$ cat config.mk
export PLATFORM = sky130hd
export DESIGN_NAME = aasc_top
export DESIGN_NICKNAME = d
export VERILOG_FILES = /design/src/aasc_pkg.sv /design/src/aasc_top.sv
export SDC_FILE = /design/constraint.sdc
export NUM_CORES = 1
export LEC_CHECK = 0
export ABC_AREA = 0
export BUFFER_PORTS_ARGS = -buffer_cell sky130_fd_sc_hd__buf_2
export CORE_MARGIN = 8
export CORE_UTILIZATION = 25
export DETAILED_ROUTE_END_ITERATION = 8
export HOLD_SLACK_MARGIN = 0.15
export PLACE_DENSITY_LB_ADDON = 0.12
export SLEW_MARGIN = 30
export SYNTH_ARGS = -nofsm -noshare
export SYNTH_HDL_FRONTEND = slang
export SYNTH_SLANG_ARGS = --single-unit
$ cat constraint.sdc
create_clock -name i_clk_sys -period 1.8 [get_ports i_clk_sys]
set_input_delay 0.18 -clock i_clk_sys [delete_from_list [all_inputs] [get_ports i_clk_sys]]
set_output_delay 0.18 -clock i_clk_sys [all_outputs]
set_load 0.02 [all_outputs]
$ cat src/aasc_pkg.sv
package aasc_pkg;

	// System clock and the derived slower rates (one-cycle enables)
	localparam int SYS_CLK_HZ = 40_000_000;
	localparam int CONV_CLK_HZ = 10_000_000;
	localparam int IO_CLK_HZ = 1_000_000;
	localparam int CONV_DIV = SYS_CLK_HZ / CONV_CLK_HZ;
	localparam int IO_DIV = SYS_CLK_HZ / IO_CLK_HZ;
	localparam logic [5:0] CONV_DIV_LAST = 6'(CONV_DIV - 1);
	localparam logic [5:0] IO_DIV_LAST = 6'(IO_DIV - 1);

	// Register byte addresses on the bus
	localparam logic [4:0] ADDR_CTRL_LOW = 5'h00;
	localparam logic [4:0] ADDR_RES_HIGH = 5'h04;
	localparam logic [4:0] ADDR_ANA_STAT = 5'h08;

	// Field positions
	localparam int CTL_EOC_BIT = 7;
	localparam int CTL_SAMPLE_TIME_SEL_LSB = 6;
	localparam int CTL_REF_LSB = 4;
	localparam int CTL_CHAN_LSB = 0;
	localparam int RESH_BUF_BIT = 0;
	localparam int ANA_IRQ_EN_BIT = 7;
	localparam int ANA_HALF_BIT = 6;
	localparam int ANA_THR_BIT = 5;
	localparam int ANA_FAULT_BIT = 0;

	// Values after reset
	localparam logic [7:0] CTRL_RST = 8'h00;
	localparam logic [9:0] RESULT_RST = 10'h000;
	localparam logic BUF_RST = 1'b0;
	localparam logic IRQ_EN_RST = 1'b0;
	localparam logic FAULT_RST = 1'b0;

	// Sample and total conversion lengths in conversion-clock cycles
	localparam logic [8:0] SAMPLE_CYC_0 = 9'h014;
	localparam logic [8:0] SAMPLE_CYC_1 = 9'h03C;
	localparam logic [8:0] SAMPLE_CYC_2 = 9'h08C;
	localparam logic [8:0] SAMPLE_CYC_3 = 9'h12C;
	localparam logic [8:0] TOTAL_CYC_0 = 9'h028;
	localparam logic [8:0] TOTAL_CYC_1 = 9'h050;
	localparam logic [8:0] TOTAL_CYC_2 = 9'h0A0;
	localparam logic [8:0] TOTAL_CYC_3 = 9'h140;
	localparam logic [8:0] APPROX_CYC = TOTAL_CYC_0 - SAMPLE_CYC_0;
	localparam int RESULT_W = 10;
	localparam logic [3:0] TOP_BIT = 4'h9;

	// Reference select codes
	localparam logic [1:0] REF_EXT_A = 2'h0;
	localparam logic [1:0] REF_INT = 2'h1;
	localparam logic [1:0] REF_EXT_B = 2'h2;
	localparam logic [1:0] REF_EXT_C = 2'h3;

	typedef struct packed {
		logic [1:0] sample_time_sel;
		logic [1:0] ref_sel;
		logic [3:0] channel;
	} aasc_ctrl_t;

	typedef struct packed {
		logic sar;
		logic half;
		logic thresh;
		logic overload;
	} aasc_cmp_t;

	// Sampling length for a sample-time select value
	function automatic logic [8:0] aasc_sample_cyc(input logic [1:0] sel);
		unique case (sel)
			2'h0: aasc_sample_cyc = SAMPLE_CYC_0;
			2'h1: aasc_sample_cyc = SAMPLE_CYC_1;
			2'h2: aasc_sample_cyc = SAMPLE_CYC_2;
			2'h3: aasc_sample_cyc = SAMPLE_CYC_3;
		endcase
	endfunction

endpackage

$ cat src/aasc_top.sv
`timescale 1ns/1ps
module aasc_top (
	input wire logic i_clk_sys,
	input wire logic i_reset,
	input wire logic [4:0] i_avs_address,
	input wire logic i_avs_read,
	input wire logic i_avs_write,
	input wire logic [31:0] i_avs_writedata,
	input wire logic [3:0] i_avs_byteenable,
	output logic [31:0] o_avs_readdata,
	output logic o_avs_waitrequest,
	input wire logic i_analog_en,
	input wire logic [2:0] i_pll_mode_field,
	input wire logic i_sar_cmp,
	input wire logic i_half_cmp,
	input wire logic i_thresh_cmp,
	input wire logic i_reg_overload,
	output logic o_analog_en,
	output logic o_pll_reg_en,
	output logic o_adc_sample,
	output logic o_adc_convert,
	output logic [9:0] o_dac_code,
	output logic o_chan_port1,
	output logic [2:0] o_chan_pin,
	output logic [3:0] o_ref_sel,
	output logic o_buf_en,
	output logic o_threshold_irq,
	output logic o_half_supply_irq
);

	typedef enum logic [1:0] {AASC_IDLE, AASC_START, AASC_SAMPLE, AASC_APPROX} aasc_state_t;

	aasc_state_t state_r;
	aasc_pkg::aasc_ctrl_t ctrl_r;
	aasc_pkg::aasc_cmp_t cmp_meta_r;
	aasc_pkg::aasc_cmp_t cmp_sync_r;
	logic [5:0] conv_div_r;
	logic [5:0] io_div_r;
	logic conv_en;
	logic io_en;
	logic ack_r;
	logic [31:0] readdata_r;
	logic [7:0] rd_mux;
	logic wr_fire;
	logic wr_ctrl;
	logic [8:0] cyc_r;
	logic [3:0] bit_r;
	logic phase_r;
	logic [9:0] trial_r;
	logic [9:0] result_r;
	logic done_r;
	logic buf_r;
	logic irq_en_r;
	logic fault_r;
	logic thr_tog_r;
	logic half_tog_r;
	logic pll_en_r;
	logic sample_end;
	logic approx_end;

	// Slow-rate enables; one clock only, so f0 and the I/O rate are pulses
	always_ff @(posedge i_clk_sys) begin
		if (i_reset || conv_en) begin
			conv_div_r <= 6'h00;
		end else begin
			conv_div_r <= conv_div_r + 6'h01;
		end
	end
	assign conv_en = (conv_div_r == aasc_pkg::CONV_DIV_LAST);

	always_ff @(posedge i_clk_sys) begin
		if (i_reset || io_en) begin
			io_div_r <= 6'h00;
		end else begin
			io_div_r <= io_div_r + 6'h01;
		end
	end
	assign io_en = (io_div_r == aasc_pkg::IO_DIV_LAST);

	// Analog comparators are asynchronous to us; only the second stage is read
	always_ff @(posedge i_clk_sys) begin
		if (i_reset) begin
			cmp_meta_r <= '0;
			cmp_sync_r <= '0;
		end else begin
			cmp_meta_r <= '{i_sar_cmp, i_half_cmp, i_thresh_cmp, i_reg_overload};
			cmp_sync_r <= cmp_meta_r;
		end
	end

	// Bus slave: one wait cycle, then the access completes
	always_ff @(posedge i_clk_sys) begin
		if (i_reset) begin
			ack_r <= 1'b0;
		end else begin
			ack_r <= (i_avs_read || i_avs_write) && !ack_r;
		end
	end
	assign o_avs_waitrequest = (i_avs_read || i_avs_write) && !ack_r;
	assign wr_fire = i_avs_write && ack_r && i_avs_byteenable[0];
	assign wr_ctrl = wr_fire && (i_avs_address == aasc_pkg::ADDR_CTRL_LOW);

	// Read multiplexer; unmapped addresses read zero
	always_comb begin
		rd_mux = 8'h00;
		unique case (i_avs_address)
			aasc_pkg::ADDR_CTRL_LOW: begin
				rd_mux[aasc_pkg::CTL_EOC_BIT] = done_r;
				rd_mux[1:0] = result_r[1:0];
			end
			aasc_pkg::ADDR_RES_HIGH: rd_mux = result_r[9:2];
			aasc_pkg::ADDR_ANA_STAT: begin
				rd_mux[aasc_pkg::ANA_IRQ_EN_BIT] = irq_en_r;
				rd_mux[aasc_pkg::ANA_HALF_BIT] = cmp_sync_r.half && o_analog_en;
				rd_mux[aasc_pkg::ANA_THR_BIT] = cmp_sync_r.thresh && o_analog_en;
				rd_mux[aasc_pkg::ANA_FAULT_BIT] = fault_r;
			end
			default: rd_mux = 8'h00;
		endcase
	end

	// Read data captured in the wait cycle, stands through the answer cycle
	always_ff @(posedge i_clk_sys) begin
		if (i_reset) begin
			readdata_r <= 32'h0000_0000;
		end else if (i_avs_read && !ack_r) begin
			readdata_r <= {24'h00_0000, rd_mux};
		end
	end
	assign o_avs_readdata = readdata_r;

	// Conversion setup latched from the write that starts it
	always_ff @(posedge i_clk_sys) begin
		if (i_reset) begin
			ctrl_r <= aasc_pkg::CTRL_RST;
		end else if (wr_ctrl) begin
			ctrl_r <= i_avs_writedata[7:0];
		end
	end

	// Buffer enable bit; software owns its settling time
	always_ff @(posedge i_clk_sys) begin
		if (i_reset) begin
			buf_r <= aasc_pkg::BUF_RST;
		end else if (wr_fire && i_avs_address == aasc_pkg::ADDR_RES_HIGH) begin
			buf_r <= i_avs_writedata[aasc_pkg::RESH_BUF_BIT];
		end
	end

	assign sample_end = conv_en && (cyc_r == aasc_pkg::aasc_sample_cyc(ctrl_r.sample_time_sel) - 9'h001);
	assign approx_end = conv_en && phase_r && (bit_r == 4'h0);

	// Sequencer; a new write restarts, power-down aborts
	always_ff @(posedge i_clk_sys) begin
		if (i_reset || !o_analog_en) begin
			state_r <= AASC_IDLE;
			cyc_r <= 9'h000;
			bit_r <= aasc_pkg::TOP_BIT;
			phase_r <= 1'b0;
		end else if (wr_ctrl) begin
			state_r <= AASC_START;
			cyc_r <= 9'h000;
			bit_r <= aasc_pkg::TOP_BIT;
			phase_r <= 1'b0;
		end else begin
			unique case (state_r)
				AASC_IDLE: state_r <= AASC_IDLE;
				AASC_START: begin
					if (conv_en) begin
						state_r <= AASC_SAMPLE;
					end
				end
				AASC_SAMPLE: begin
					if (sample_end) begin
						state_r <= AASC_APPROX;
					end else if (conv_en) begin
						cyc_r <= cyc_r + 9'h001;
					end
				end
				AASC_APPROX: begin
					// Two f0 cycles per bit gives the fixed approximation length
					if (approx_end) begin
						state_r <= AASC_IDLE;
					end else if (conv_en) begin
						phase_r <= !phase_r;
						if (phase_r) begin
							bit_r <= bit_r - 4'h1;
						end
					end
				end
			endcase
		end
	end

	// Binary search code; comparator high means input at or above the trial
	always_ff @(posedge i_clk_sys) begin
		if (i_reset || wr_ctrl) begin
			trial_r <= aasc_pkg::RESULT_RST;
		end else if (state_r == AASC_APPROX && conv_en) begin
			if (!phase_r) begin
				trial_r[bit_r] <= 1'b1;
			end else if (!cmp_sync_r.sar) begin
				trial_r[bit_r] <= 1'b0;
			end
		end
	end

	// Result only moves at the end of a conversion, so the old one stays
	always_ff @(posedge i_clk_sys) begin
		if (i_reset) begin
			result_r <= aasc_pkg::RESULT_RST;
		end else if (state_r == AASC_APPROX && approx_end && !wr_ctrl) begin
			result_r <= cmp_sync_r.sar ? trial_r : {trial_r[9:1], 1'b0};
		end
	end

	// Done: ready when idle and powered, cleared by any control write with byte lane 0 enabled
	always_ff @(posedge i_clk_sys) begin
		if (i_reset || !o_analog_en) begin
			done_r <= 1'b0;
		end else if (wr_ctrl) begin
			done_r <= 1'b0;
		end else if (state_r == AASC_IDLE) begin
			done_r <= 1'b1;
		end
	end

	// Half-supply interrupt enable
	always_ff @(posedge i_clk_sys) begin
		if (i_reset) begin
			irq_en_r <= aasc_pkg::IRQ_EN_RST;
		end else if (wr_fire && i_avs_address == aasc_pkg::ADDR_ANA_STAT) begin
			irq_en_r <= i_avs_writedata[aasc_pkg::ANA_IRQ_EN_BIT];
		end
	end

	// Sticky regulator fault; a new overload beats a clear in the same cycle
	always_ff @(posedge i_clk_sys) begin
		if (i_reset) begin
			fault_r <= aasc_pkg::FAULT_RST;
		end else if (cmp_sync_r.overload && pll_en_r) begin
			fault_r <= 1'b1;
		end else if (wr_fire && i_avs_address == aasc_pkg::ADDR_ANA_STAT
			&& i_avs_writedata[aasc_pkg::ANA_FAULT_BIT]) begin
			fault_r <= 1'b0;
		end
	end

	// Interrupt sources toggle at the I/O rate so the controller sees repeats
	always_ff @(posedge i_clk_sys) begin
		if (i_reset) begin
			thr_tog_r <= 1'b0;
			half_tog_r <= 1'b0;
		end else begin
			if (!(cmp_sync_r.thresh && o_analog_en)) begin
				thr_tog_r <= 1'b0;
			end else if (io_en) begin
				thr_tog_r <= !thr_tog_r;
			end
			if (!(cmp_sync_r.half && o_analog_en && irq_en_r)) begin
				half_tog_r <= 1'b0;
			end else if (io_en) begin
				half_tog_r <= !half_tog_r;
			end
		end
	end
	assign o_threshold_irq = thr_tog_r;
	assign o_half_supply_irq = half_tog_r;

	// PLL supply regulator follows the PLL mode
	always_ff @(posedge i_clk_sys) begin
		if (i_reset) begin
			pll_en_r <= 1'b0;
		end else begin
			pll_en_r <= (i_pll_mode_field != 3'h0);
		end
	end
	assign o_pll_reg_en = pll_en_r;

	// One enable powers converter and both comparators
	assign o_analog_en = i_analog_en && !i_reset;

	// Analog front-end controls
	assign o_adc_sample = (state_r == AASC_SAMPLE);
	assign o_adc_convert = (state_r == AASC_APPROX);
	assign o_dac_code = trial_r;
	assign o_chan_port1 = ctrl_r.channel[3];
	assign o_chan_pin = ctrl_r.channel[2:0];
	assign o_buf_en = buf_r;
	always_comb begin
		o_ref_sel = 4'h0;
		o_ref_sel[ctrl_r.ref_sel] = 1'b1;
	end

	// Helper: f0 cycles spent in sampling
	logic [8:0] samp_seen_r;
	always_ff @(posedge i_clk_sys) begin
		if (i_reset || !o_adc_sample) begin
			samp_seen_r <= 9'h000;
		end else if (conv_en) begin
			samp_seen_r <= samp_seen_r + 9'h001;
		end
	end
endmodule // aasc_top

## After elaboration in Yosys (flattened, before gate mapping)

Cells that the tools add are included.

- Flip-flop bits (word level): 80
- Input port bits: 53
- Output and inout port bits: 58
- Word-level logic and storage cells: 131

- Add/sub/neg operators: 5
- Order comparisons: 4
- Eq/ne operators: 18
- Mux-type cells: 20
- Bitwise logic cells: 7
- Reductions and logical operators: 48

Operators by type and width:

| cell | number |
|---|---|
| one-hot mux 9 bit (4 select lines) | 1 |
| logical AND 1 bit | 21 |
| two-way mux 10 bit | 2 |
| adder 6 x 1 -> 6 bit (second input constant) | 2 |
| AND reduction 3 bit | 4 |
| AND 10 bit | 1 |
| inverter 10 bit | 1 |
| bitwise OR 10 bit | 1 |
| adder 9 x 1 -> 9 bit (second input constant) | 1 |
| == test 9 bit | 1 |
| subtractor 9 x 1 -> 9 bit (second input constant) | 1 |
| == test 2 bit (second input constant) | 4 |
| one-hot mux 2 bit (4 select lines) | 1 |
| logical NOT 1 bit | 7 |
| == test 6 x 2 -> 1 bit (second input constant) | 1 |
| == test 6 bit (second input constant) | 1 |
| two-way mux 1 bit | 6 |
| two-way mux 2 bit | 3 |
| != test 3 x 1 -> 1 bit (second input constant) | 2 |
| one-hot mux 1 bit (3 select lines) | 2 |
| OR reduction 2 bit | 3 |
| == test 5 x 3 -> 1 bit (second input constant) | 1 |
| == test 5 x 4 -> 1 bit (second input constant) | 1 |
| logical NOT 5 bit | 1 |
| other kinds (22) | 33 |

## Longest topological paths before layout

Gate-level depths: netlist of the first run.

- Depth in word-level cells: 8
- Gate-level depth with buffers: 7
- Depth with buffers taken out: 7

## Worst setup path before layout of the first run

No wires, ideal clock.

- Path type: reg-to-reg
- Start: reg bit_r[0]
- End: reg state_r[0]
- Setup time: 0.116 ns
- Arrival time: 1.656 ns
- Data required time: 1.684 ns
- Path slack: 0.028 ns
- Stages on the path, launching flop included: 8
- Buffers on the path: 0
- Period minus slack after synthesis: 1.772 ns
- Path through: dfxtp_1 > inv_1 > ha_1 > nand4bb_1 > nor3_1 > or3_1 > a211o_1 > and3_1

- Word-level cells in the longest chain between the ends: 4

Ends and longest elaborated chain:

| item | line | source |
|---|---|---|
| from (decl) | aasc_top.sv:47 | `logic [3:0] bit_r;` |
| from (signal assigned) | aasc_top.sv:158 | `bit_r <= aasc_pkg::TOP_BIT;` |
| from (signal assigned) | aasc_top.sv:163 | `bit_r <= aasc_pkg::TOP_BIT;` |
| from (signal assigned) | aasc_top.sv:187 | `bit_r <= bit_r - 4'h1;` |
| logical NOT 4 bit | aasc_top.sv:151 | `assign approx_end = conv_en && phase_r && (bit_r == 4'h0);` |
| logical AND 1 bit | aasc_top.sv:151 |  |
| != test 3 x 1 -> 1 bit (no source line) | -- |  |
| AND reduction 3 bit (no source line) | -- |  |
| to (signal assigned) | aasc_top.sv:156 | `state_r <= AASC_IDLE;` |
| to (signal assigned) | aasc_top.sv:161 | `state_r <= AASC_START;` |
| to (signal assigned) | aasc_top.sv:167 | `AASC_IDLE: state_r <= AASC_IDLE;` |
| to (decl) | aasc_top.sv:33 | `aasc_state_t state_r;` |

No other way between the ends.
A chain may end at the register's enable or synchronous reset.

## Worst setup path in the final report of the first run

- Start: reg conv_div_r[0]
- End: reg state_r[0]

- Word-level cells in the longest chain between the ends: 5
- Elaborated cells on any way between the ends: 8
- Classes of those cells: eq/ne (4); reduce/logical (4)

Ends and longest elaborated chain:

| item | line | source |
|---|---|---|
| from (decl) | aasc_top.sv:37 | `logic [5:0] conv_div_r;` |
| from (signal assigned) | aasc_top.sv:66 | `conv_div_r <= conv_div_r + 6'h01;` |
| == test 6 x 2 -> 1 bit (*) | aasc_top.sv:69 | `assign conv_en = (conv_div_r == aasc_pkg::CONV_DIV_LAST);` |
| logical AND 1 bit (2 in a row) | aasc_top.sv:151 |  |
| != test 3 x 1 -> 1 bit (no source line) | -- |  |
| AND reduction 3 bit (no source line) (*) | -- |  |

Mark *: on every way between the ends. The rest lies on a longest branch, timed or not.

==> results of run 1 <==
## where the power goes
part	internal (W)	switching, W	leakage (nW)	total [W]
logic	0.000115	0.000168	1.33	0.000283
clock network	0.00144	0.000740	0.173	0.00218
registers	0.00180	0.0000210	0.650	0.00182
## critical path, stage by stage (launching register included)
cell       delay, ns
dfxtp_2         0.36
ha_4            0.14
nor4b_4         0.20
buf_4           0.16
nand2_4         0.08
a2111oi_4       0.33
buf_4           0.17
buf_4           0.09
a211o_1         0.10
and3_1          0.14
## timing repair
item / CTS / global route
cloned: 1 / 0
hold buffers: 16 / 0
buffers inserted: 4 / 2
endpoints found under the hold margin: 16 / 0
pin swaps: 2 / 4
resized for setup: 17 / 10
endpoints found under the setup margin: 18 / 21
## synth_stat cells, types with 4 or more instances
library cell / number
a21oi_1: 16
a22oi_1: 8
and3_1: 5
buf_4: 27
clkbuf_1: 8
dfxtp_1: 80
ha_1: 12
inv_1: 9
mux2i_1: 29
nand2_1: 44
nand2b_1: 8
nand3_1: 26
nor2_1: 47
nor2b_1: 15
nor3_1: 11
o21ai_0: 4
or3_1: 4
xnor2_1: 8
xor2_1: 8
## per-stage QoR
| step | cell area, µm² | utilization | setup TNS (ns) |
|---|---|---|---|
| 3_5_place_dp | 4400 | 0.294 | -1.27 |
| 3_3_place_gp | 4400 | 0.294 | -1.15 |
| 2_1_floorplan | 3850 | - | 0 |
| 6_report | 5120 | 0.342 | -0.0474 |
| 4_1_cts | 5060 | 0.338 | 0 |
| 5_1_grt | 5120 | 0.342 | -0.603 |
## layer usage
| layer | GRT usage | up-vias | share of wire |
|---|---|---|---|
| li1 | - | 1609 | - |
| met1 | 0.115 | 1499 | 0.45 |
| met2 | 0.177 | 66 | 0.48 |
| met3 | 0.0448 | 9 | 0.057 |
| met4 | 0.0358 | 0 | 0.013 |
| met5 | 0 | - | 0 |
## worst max-delay path by stage
stage	start	endpoint	slack [ns]	cells past startpoint
floorplan	bit_r[0]	state_r[0]	0.03	7
global placement	conv_div_r[0]	result_r[5]	-0.09	8
detailed placement	conv_div_r[0]	result_r[3]	-0.12	8
CTS	conv_div_r[1]	cyc_r[2]	0.002	6
global route	conv_div_r[0]	state_r[1]	-0.14	8
finish	conv_div_r[0]	state_r[0]	-0.03	9
## logic make-up after synthesis
family	after synthesis
simple gates	187
buf+inv	51
fa+ha+maj	12
mux	29
other cells	1
xor+xnor	16
compound gates	43
flops	80
## layout make-up
type,instances,share of cell area
inverter,9,0.00660
multi-input combinational,311,0.404
sequential,80,0.314
timing repair buffer,117,0.160
clock inverter,4,0.0193
clock buffer,12,0.0501
antenna,1,0.000489
tap,188,0.0459
==> summary.log, run 1 <==
qor: sta.worst_pin_slew 0.692 ns
qor: yosys.synthCells 419
qor: worst_setup_path.critical_path.max_fanout 6
qor: clock_tree.h-tree-depth 3
qor: yosys.synth_adder_area_share 0.0399
qor: power.power.ir.vdd_worst 0.652 mV
qor: yosys.yosys.cell_types.count 51
qor: clock_tree.cts_root_buf clkbuf_16
qor: worst_setup_path.r2r_slack -0.03 ns
qor: detailed_routing.dr_total_vias 3,183
qor: global_routing.total_routing_usage_gr 0.105
qor: yosys.synth_top_cells_by_area dfxtp_1, mux2i_1, buf_4, nor2_1, nand2_1
qor: detailed_routing.postRouteAntennaNets 0
qor: worst_setup_path.reg2reg_end state_r[0]
qor: worst_setup_path.setup.worst_path.class reg -> reg
qor: global_routing.antenna_found_initial 1
qor: global_routing.grt_start_max_net_pins 49
qor: placement.place_inst 682
qor: sta.setup_viol 2
qor: yosys.synth_cell_area 3770 µm²
qor: layout.fillerInstances 1,575
qor: min_path.whs_path_depth 4
qor: yosys.synth_area_per_cell 8.99 µm²
qor: die.floorplan.rows 45
qor: detailed_routing.drc 0
qor: layout.layout.cells.non_filler 722
qor: min_path.worst_hold_path_type in -> reg
qor: sta.max_clock_freq 545 MHz
qor: clock_tree.max-clock-path-buffers 2
qor: global_routing.grt_first_pass_wirelength 16,200 µm
qor: detailed_routing.firstDrtPassIters 4
qor: run_status.status finished, violations left
qor: yosys.post-synth-top-area-cell dfxtp_1
qor: clock_tree.cts_tree done
qor: detailed_routing.wl_per_cell 13.8 µm
qor: clock_tree.path_clk_slew 0.06 ns
qor: sta.grt_setup_unrepaired yes
qor: clock_tree.cts_inserted_buffers 9
qor: sta.drv_slew 0
qor: detailed_routing.drt-total-wl 9990 µm
qor: yosys.synthesized_area_fraction_occupied_by_and_or_nand_nor_cells 0.258
qor: sta.layout_min_cycle_time 1.83 ns
qor: worst_setup_path.regToRegStartpoint conv_div_r[0]
qor: yosys.largest_family_of_logic_cells_by_synthesized_area simple AND/OR/NAND/NOR gates
qor: die.io_pins 111
qor: die.fp.dieH 139 µm
qor: placement.port_buffers 59
qor: run_status.failing_checks negative setup slack
qor: worst_setup_path.timing.critical_path.arrival 2.12 ns
qor: sta.tcrit_tclk_final 1.02
qor: clock_tree.cts_num_sinks 80
qor: worst_setup_path.r2r.worst_path.cells 9
qor: detailed_routing.dr.first_iter.drc_count 116
qor: layout.area_occupied_by_multi_input_gates 2070 µm²
qor: die.design.die.area 19,200 µm²
qor: yosys.synth_top_flop_cell dfxtp_1
qor: yosys.compound_gate_fraction_of_synth_area 0.0787
qor: layout.num-nets-final 593
qor: sta.hold_viol 0
qor: die.initial_util 0.251
qor: placement.globalplace.congestion 0.732
qor: detailed_routing.detail_route.vias_per_cell 4.41
qor: layout.ff_latch_area 1610 µm²
qor: yosys.synth_xor_xnor_area_share 0.0372
qor: sta.slew_headroom 0.537
qor: layout.layout_common_cells dfxtp_1, buf_2, nor2_1
qor: yosys.share_of_synthesized_flip_flops_with_an_asynchronous_set_or_reset 0
qor: placement.final_hpwl_dp 7260 µm
qor: min_path.worst_hold_launch i_avs_address[3]
qor: sta.finalWorstSetupSlack -0.0336 ns
qor: power.total_power 0.00428 W
qor: yosys.postSynthRegisterBits 80
qor: sta.hold_slack 0.298 ns
qor: sta.clock_skew 0.00666 ns
qor: layout.layout_commonest_cell dfxtp_1
qor: yosys.yosys_warns 0
qor: layout.drive_above_1_share 0.274
qor: clock_tree.clk-insertion-delay-late 0.34 ns
qor: die.chipWidth 139 µm
qor: job.maxCapViolations 0
qor: power.p_leak 2.15 nW
qor: yosys.synthMuxAreaShare 0.0771
qor: yosys.seq_area_frac_synth 0.425
qor: global_routing.grt_pass1_vias 3,230
qor: die.design.core.area 15,000 µm²
qor: worst_setup_path.setup.worst_path.start_class flip-flop
qor: placement.preCtsSetupSlack -0.117 ns
qor: yosys.synth_top_cell_area_share 0.425
qor: global_routing.global_route.overflow_total 0
qor: layout.area_growth 36.0%
qor: yosys.synth-edff-count 0
qor: power.pwr_density_cell 836 nW/µm²
qor: min_path.holdPathEnd o_avs_readdata[1]
qor: worst_setup_path.critical_path_required 2.08 ns
qor: worst_setup_path.end_kind flip-flop
No activity file was read; power rests on OpenSTA's default activity.
==> run 2, diff against run 1 <==
- CELL_PAD_IN_SITES_DETAIL_PLACEMENT: not set -> 1
- CELL_PAD_IN_SITES_GLOBAL_PLACEMENT: not set -> 1
- PLACE_DENSITY: not set -> 0.58
- PLACE_DENSITY_LB_ADDON: 0.12 -> not set
==> run 2 against run 1 <==
Against the previous run:
- the run now ends clean
- cell count shrank 0.83%
- sequential share of layout area grew 0.51 points
- clock power down 14%
- core utilization down 0.52 points
- worst setup slack improved by 0.057 ns
- maximum frequency up 3.2%
- clock skew about the same
- first-iteration DRC count fell by 0.86%
- via count rose by 2.0%
- sequential power hardly changed
- highest routed layer unchanged
==> summary.log, run 2 (synthesized netlist as in run 1, its figures left out) <==
qor: run_status.status complete, no violations
qor: sta.drv_slew 0
qor: worst_setup_path.total_buffers_and_inverters_traversed_by_the_critical_path 1
qor: worst_setup_path.timing.critical_path.cells ha_4, nor4b_4, nand2_4, a2111oi_4, buf_4, mux2i_2, nand3b_1
qor: clock_tree.cts_root_buf clkbuf_16
qor: detailed_routing.postRouteAntennaNets 0
qor: die.fp.dieH 139 µm
qor: power.power.clock.fraction 0.471
qor: layout.num-nets-final 588
qor: detailed_routing.firstDrtPassIters 4
qor: clock_tree.path_clk_slew 0.06 ns
qor: layout.ff_latch_area 1610 µm²
qor: sta.tcrit_tclk_final 0.987
qor: detailed_routing.dr_total_vias 3,248
qor: worst_setup_path.max_stage_delay 0.35 ns
qor: power.switching_share 0.240
qor: job.maxCapViolations 0
qor: layout.fillerInstances 1,769
qor: detailed_routing.drc 0
qor: global_routing.grt_pass1_vias 3,542
qor: sta.slew_headroom 0.599
qor: sta.worst_pin_slew 0.596 ns
qor: placement.port_buffers 59
qor: die.floorplan.rows 45
qor: power.sequentialPowerShare 0.457
qor: clock_tree.cts_num_sinks 80
qor: power.pwr_density_cell 790 nW/µm²
qor: sta.max_clock_freq 563 MHz
qor: layout.layout_common_cells dfxtp_1, buf_2, nor2_1
qor: layout.diodes 0
qor: placement.globalplace.congestion 0.731
qor: layout.drive_above_1_share 0.282
qor: sta.layout_min_cycle_time 1.78 ns
qor: layout.area_growth 33.9%
qor: worst_setup_path.critical_path_required 2.03 ns
qor: power.share_comb_of_total_power 0.072
qor: layout.area_occupied_by_multi_input_gates 2110 µm²
qor: sta.hold_viol 0
qor: sta.setup_viol 0
qor: global_routing.total_routing_usage_gr 0.112
qor: global_routing.groute.layer.met1.usage 0.118
qor: sta.clock_skew 0.00697 ns
qor: clock_tree.max-clock-path-buffers 2
qor: min_path.worst_hold_path_type in -> reg
qor: global_routing.global_route.overflow_total 0
qor: clock_tree.cts_tree done
qor: global_routing.grt.busiest_layer met2
qor: global_routing.antenna_found_initial 0
qor: worst_setup_path.timing.critical_path.arrival 2.01 ns
qor: die.design.die.area 19,200 µm²
qor: power.p_leak 2.08 nW
qor: die.chipWidth 139 µm
qor: sta.grt_setup_unrepaired yes
qor: power.cellInternalPower 0.00303 W
qor: clock_tree.clk-insertion-delay-late 0.34 ns
qor: power.total_power 0.00399 W
qor: detailed_routing.drt-total-wl 10,600 µm
qor: die.design.core.area 15,000 µm²
qor: global_routing.grt.met3_usage 0.0461
qor: placement.preCtsSetupSlack -0.137 ns
qor: detailed_routing.dr.first_iter.drc_count 115
qor: die.initial_util 0.251
qor: power.power.ir.vdd_worst 0.463 mV
qor: global_routing.grt_first_pass_wirelength 17,500 µm
qor: worst_setup_path.top_delay_family_on_crit_path simple AND/OR/NAND/NOR gates
qor: die.io_pins 111
qor: sta.finalSetupTns 0 ns
qor: worst_setup_path.setup.worst_path.start_class flip-flop
qor: clock_tree.cts_inserted_buffers 9
qor: power.total_switching_power 0.000957 W
qor: detailed_routing.detail_route.vias_per_cell 4.54
qor: global_routing.globalRouteMet2Util 0.200
qor: global_routing.grt_start_max_net_pins 35
qor: layout.layout_commonest_cell dfxtp_1
qor: clock_tree.h-tree-depth 3
qor: sta.finalWorstSetupSlack 0.0233 ns
qor: worst_setup_path.cp_slowest_cell dfxtp_2
qor: worst_setup_path.end_kind flip-flop
qor: worst_setup_path.setup.worst_path.class reg -> reg
qor: placement.final_hpwl_dp 7880 µm
qor: detailed_routing.wl_per_cell 14.8 µm
qor: worst_setup_path.critical_path.max_fanout 7
## run 2: path summary, 6_finish.rpt
path	from	endpoint	slack (ns)	cells after the start
worst min register to register	cmp_meta_r[1]	cmp_sync_r[1]	0.44	1
worst min-delay path	i_reset	flip-flop	0.29	4
worst max-delay path	conv_div_r[1]	state_r[1]	0.02	7
worst max register to register	conv_div_r[1]	state_r[1]	0.02	7
## run 2: metrics by stage
step           utilization  hold WS, ns  area (µm²)  std cells
3_3_place_gp         0.292        0.389        4370        681
2_1_floorplan            -        0.300        3850        442
5_1_grt              0.337        0.310        5040        716
4_1_cts              0.331        0.294        4950        716
3_5_place_dp         0.292        0.401        4370        681
6_report             0.337        0.286        5040        716
## run 2: layout make-up
cell class / instances / area share
Sequential cell: 80 / 0.319
Clock inverter: 6 / 0.0131
Tap cell: 188 / 0.0466
Inverter: 9 / 0.00670
Multi-Input combinational cell: 311 / 0.418
Timing Repair Buffer: 112 / 0.149
Clock buffer: 10 / 0.0474
## run 2: power groups by stage
stage	clock network [W]	registers (W)	logic (W)
2_1_floorplan	0	0.00185	0.000193
3_3_place_gp	0	0.00185	0.000238
3_5_place_dp	0	0.00186	0.000244
4_1_cts	0.00195	0.00182	0.000280
5_1_grt	0.00202	0.00182	0.000317
6_report	0.00188	0.00182	0.000288
## run 2: layer usage
layer / vias up / wire (µm)
li1: 1593 / -
met1: 1586 / 4640
met2: 58 / 5230
met3: 11 / 544
met4: 0 / 150
met5: - / 0
## run 2: worst min-delay path: cells and delay by family
| family | cells | cell delay, ns |
|---|---|---|
| buffers and inverters | 1 | 0.15 |
| and+or+nand+nor | 2 | 0.20 |
| muxes | 1 | 0.06 |
## run 2: what timing repair did
item,CTS,global route
hold buffers,16,0
buffers inserted,2,0
gates resized for setup,17,22
pin swaps,5,8
endpoints found under the setup margin,16,31
cloned,1,0
endpoints found under the hold margin,16,0
==> run 3, diff against run 2 <==
- ABC_AREA: 0 -> 1
- PLACE_DENSITY: 0.58 -> 0.6
==> run 3 against run 2 <==
Against the previous run:
- via count rose by 2.8%
- sequential cell count is the same
- synthesized area decreased by 1.4%
- synthesized cell count is 18% higher
- core utilization fell by 1.4 points
- clock power barely moved
- first-iteration DRC count fell by 20%
- clock skew grew 0.0047 ns
- critical path type unchanged
==> summary.log, run 3 <==
qor: run_status.status complete, no violations
qor: sta.hold_viol 0
qor: power.cellInternalPower 0.00311 W
qor: placement.preCtsSetupSlack 0.0854 ns
qor: clock_tree.cts_root_buf clkbuf_16
qor: yosys.synth_cell_area 3710 µm²
qor: power.power.clock.fraction 0.475
qor: die.design.core.area 14,500 µm²
qor: worst_setup_path.r2r_slack 0.19 ns
qor: yosys.synth_adder_area_share 0.0404
qor: yosys.synth_top_cells_by_area dfxtp_1, nor2_1, nand2_1, inv_1, buf_4
qor: clock_tree.max-clock-path-buffers 2
qor: yosys.synth_top_cell_area_share 0.431
qor: power.pwr_density_cell 855 nW/µm²
qor: yosys.post-synth-top-area-cell dfxtp_1
qor: layout.fillerInstances 1,830
qor: worst_setup_path.regToRegStartpoint conv_div_r[0]
qor: clock_tree.h-tree-depth 3
qor: detailed_routing.drt-total-wl 10,200 µm
qor: placement.final_hpwl_dp 7920 µm
qor: worst_setup_path.r2r.worst_path.cells 9
qor: yosys.synth_area_per_cell 7.52 µm²
qor: layout.layout_common_cells dfxtp_1, nor2_1, nand2_1
qor: layout.final_core_utilization 0.323
qor: clock_tree.cts_tree done
qor: yosys.largest_family_of_logic_cells_by_synthesized_area simple AND/OR/NAND/NOR gates
qor: power.sequentialPowerShare 0.456
qor: global_routing.total_routing_usage_gr 0.110
qor: detailed_routing.dr_total_vias 3,339
qor: power.share_comb_of_total_power 0.069
qor: yosys.synthesized_area_fraction_occupied_by_and_or_nand_nor_cells 0.251
qor: die.chipWidth 138 µm
qor: detailed_routing.postRouteAntennaNets 0
qor: sta.setup_viol 0
qor: yosys.compound_gate_fraction_of_synth_area 0.123
qor: sta.finalWorstSetupSlack 0.191 ns
qor: die.io_pins 111
qor: worst_setup_path.timing.critical_path.from conv_div_r[0]
qor: detailed_routing.dr.first_iter.drc_count 92
qor: yosys.yosys.cell_types.count 37
qor: sta.max_clock_freq 622 MHz
qor: yosys.share_of_synthesized_flip_flops_with_an_asynchronous_set_or_reset 0
qor: sta.clock_skew 0.0117 ns
qor: placement.dpl-instance-area 4190 µm²
qor: sta.finalSetupTns 0 ns
qor: placement.port_buffers 59
qor: die.fp.dieH 138 µm
qor: global_routing.antenna_found_initial 0
qor: layout.layout_commonest_cell dfxtp_1
qor: detailed_routing.wl_per_cell 13.2 µm
qor: clock_tree.cts_num_sinks 80
qor: yosys.synth_most_common_cell dfxtp_1
qor: worst_setup_path.reg2reg_end cyc_r[4]
qor: worst_setup_path.critPathCapture cyc_r[4]
qor: sta.grt_setup_unrepaired no
qor: layout.diodes 0
qor: global_routing.grt_first_pass_wirelength 16,700 µm
qor: worst_setup_path.critical_path_required 2.07 ns
qor: clock_tree.cts_inserted_buffers 9
qor: yosys.yosys-top-cells-count dfxtp_1, nor2_1, nand2_1, inv_1, o21ai_0
qor: sta.drv_slew 0
qor: clock_tree.path_clk_slew 0.05 ns
qor: detailed_routing.drc 0
qor: worst_setup_path.timing.critical_path.arrival 1.88 ns
qor: yosys.synth_top_flop_cell dfxtp_1
qor: job.maxCapViolations 0
qor: placement.globalplace.congestion 0.757
qor: layout.area_growth 26.3%
qor: power.power.ir.vdd_worst 0.417 mV
qor: worst_setup_path.setup.worst_path.class reg -> reg
qor: power.p_leak 2.10 nW
qor: clock_tree.clk-insertion-delay-late 0.34 ns
qor: yosys.synth-edff-count 0
qor: worst_setup_path.setup.worst_path.start_class flip-flop
qor: detailed_routing.detail_route.vias_per_cell 4.34
qor: detailed_routing.firstDrtPassIters 4
qor: worst_setup_path.end_kind flip-flop
qor: sta.layout_min_cycle_time 1.61 ns
qor: global_routing.grt_pass1_vias 3,553
qor: yosys.synthCells 494
qor: die.initial_util 0.256
qor: layout.design_area 4690 µm²
qor: worst_setup_path.critical_path.max_fanout 7
qor: power.total_switching_power 0.000901 W
qor: yosys.synthMuxAreaShare 0
qor: layout.drive_above_1_share 0.206
qor: layout.num-nets-final 647
qor: yosys.seq_area_frac_synth 0.431
qor: global_routing.global_route.overflow_total 0
qor: global_routing.grt_start_max_net_pins 19
qor: die.floorplan.rows 44
qor: sta.tcrit_tclk_final 0.894
qor: yosys.synth_xor_xnor_area_share 0.0165
qor: yosys.postSynthRegisterBits 80
qor: min_path.worst_hold_path_type in -> reg
qor: power.switching_share 0.225
qor: yosys.yosys_warns 0
qor: die.design.die.area 19,000 µm²
==> run 3: cell count changes in the layout (fill, tap and decap cells not counted), sizes merged, moves of 22 or more <==
| cell | previous run | this run |
|---|---|---|
| inv | 10 | 65 |
| o21ai | 5 | 40 |
| nand2 | 45 | 68 |
| nor2 | 48 | 80 |
| buf | 96 | 74 |
| mux2i | 29 | 0 |
==> run 3: worst min path at each step <==
stage	startpoint	end	slack, ns	cells past startpoint
finish	i_avs_writedata[5]	ctrl_r[5]	0.17	3
global route	i_avs_writedata[5]	ctrl_r[5]	0.20	3
CTS	i_avs_writedata[5]	ctrl_r[5]	0.17	3
detailed placement	cmp_meta_r[0]	cmp_sync_r[0]	0.40	2
global placement	i_reg_overload	cmp_meta_r[0]	0.39	3
floorplan	i_reg_overload	cmp_meta_r[0]	0.29	2
==> run 3: area by class of cell <==
| class | count | area, µm² | area share |
|---|---|---|---|
| multi-input cells | 334 | 1720 | 0.366 |
| flip-flops and latches | 80 | 1600 | 0.342 |
| repair buffers | 90 | 581 | 0.124 |
| inverters | 67 | 255 | 0.0544 |
| clock buffers | 11 | 233 | 0.0496 |
| well taps | 184 | 230 | 0.0491 |
| clock inverters | 4 | 70.1 | 0.0149 |
==> run 3: timing repair <==
item	in CTS	in global routing
hold buffers	16	0
gates resized for setup	0	10
buffers inserted	0	1
setup endpoints to repair	0	23
hold endpoints to repair	15	0
==> run 3: layer usage <==
metal,up-vias,global-route usage,part of all wire
li1,1702,-,-
met2,67,0.194,0.48
met3,10,0.0319,0.060
met1,1560,0.125,0.45
met4,0,0.0376,0.013
met5,-,0,0
==> run 3: cell families after synthesis <==
logic type | after synthesis
xor+xnor | 7
fa+ha+maj | 12
compound gates | 85
simple gates | 206
flops | 80
other cells | 1
buf+inv | 103
==> run 3: critical path, stage by stage, from the launching register on <==
cell and delay (ns):
dfxtp_1 0.36, ha_2 0.22, nand2_1 0.11, nor2_4 0.15, buf_4 0.14, nand3_4 0.11
buf_12 0.16, o21ai_0 0.15, nand2_1 0.06, nor2_1 0.08
==> run 3: per-stage QoR <==
stage	total power (W)	std cells	hold slack, ns
2_1_floorplan	0.00206	517	0.287
3_3_place_gp	0.00211	738	0.387
3_5_place_dp	0.00212	738	0.397
4_1_cts	0.00409	769	0.171
5_1_grt	0.00419	770	0.199
6_report	0.00401	770	0.175
==> run 3: power by group through the flow <==
stage	clock network (W)	registers, W	logic, W
finish	0.00190	0.00183	0.000278
global route	0.00205	0.00183	0.000309
floorplan	0	0.00188	0.000185
detailed placement	0	0.00187	0.000249
CTS	0.00199	0.00183	0.000276
global placement	0	0.00187	0.000243
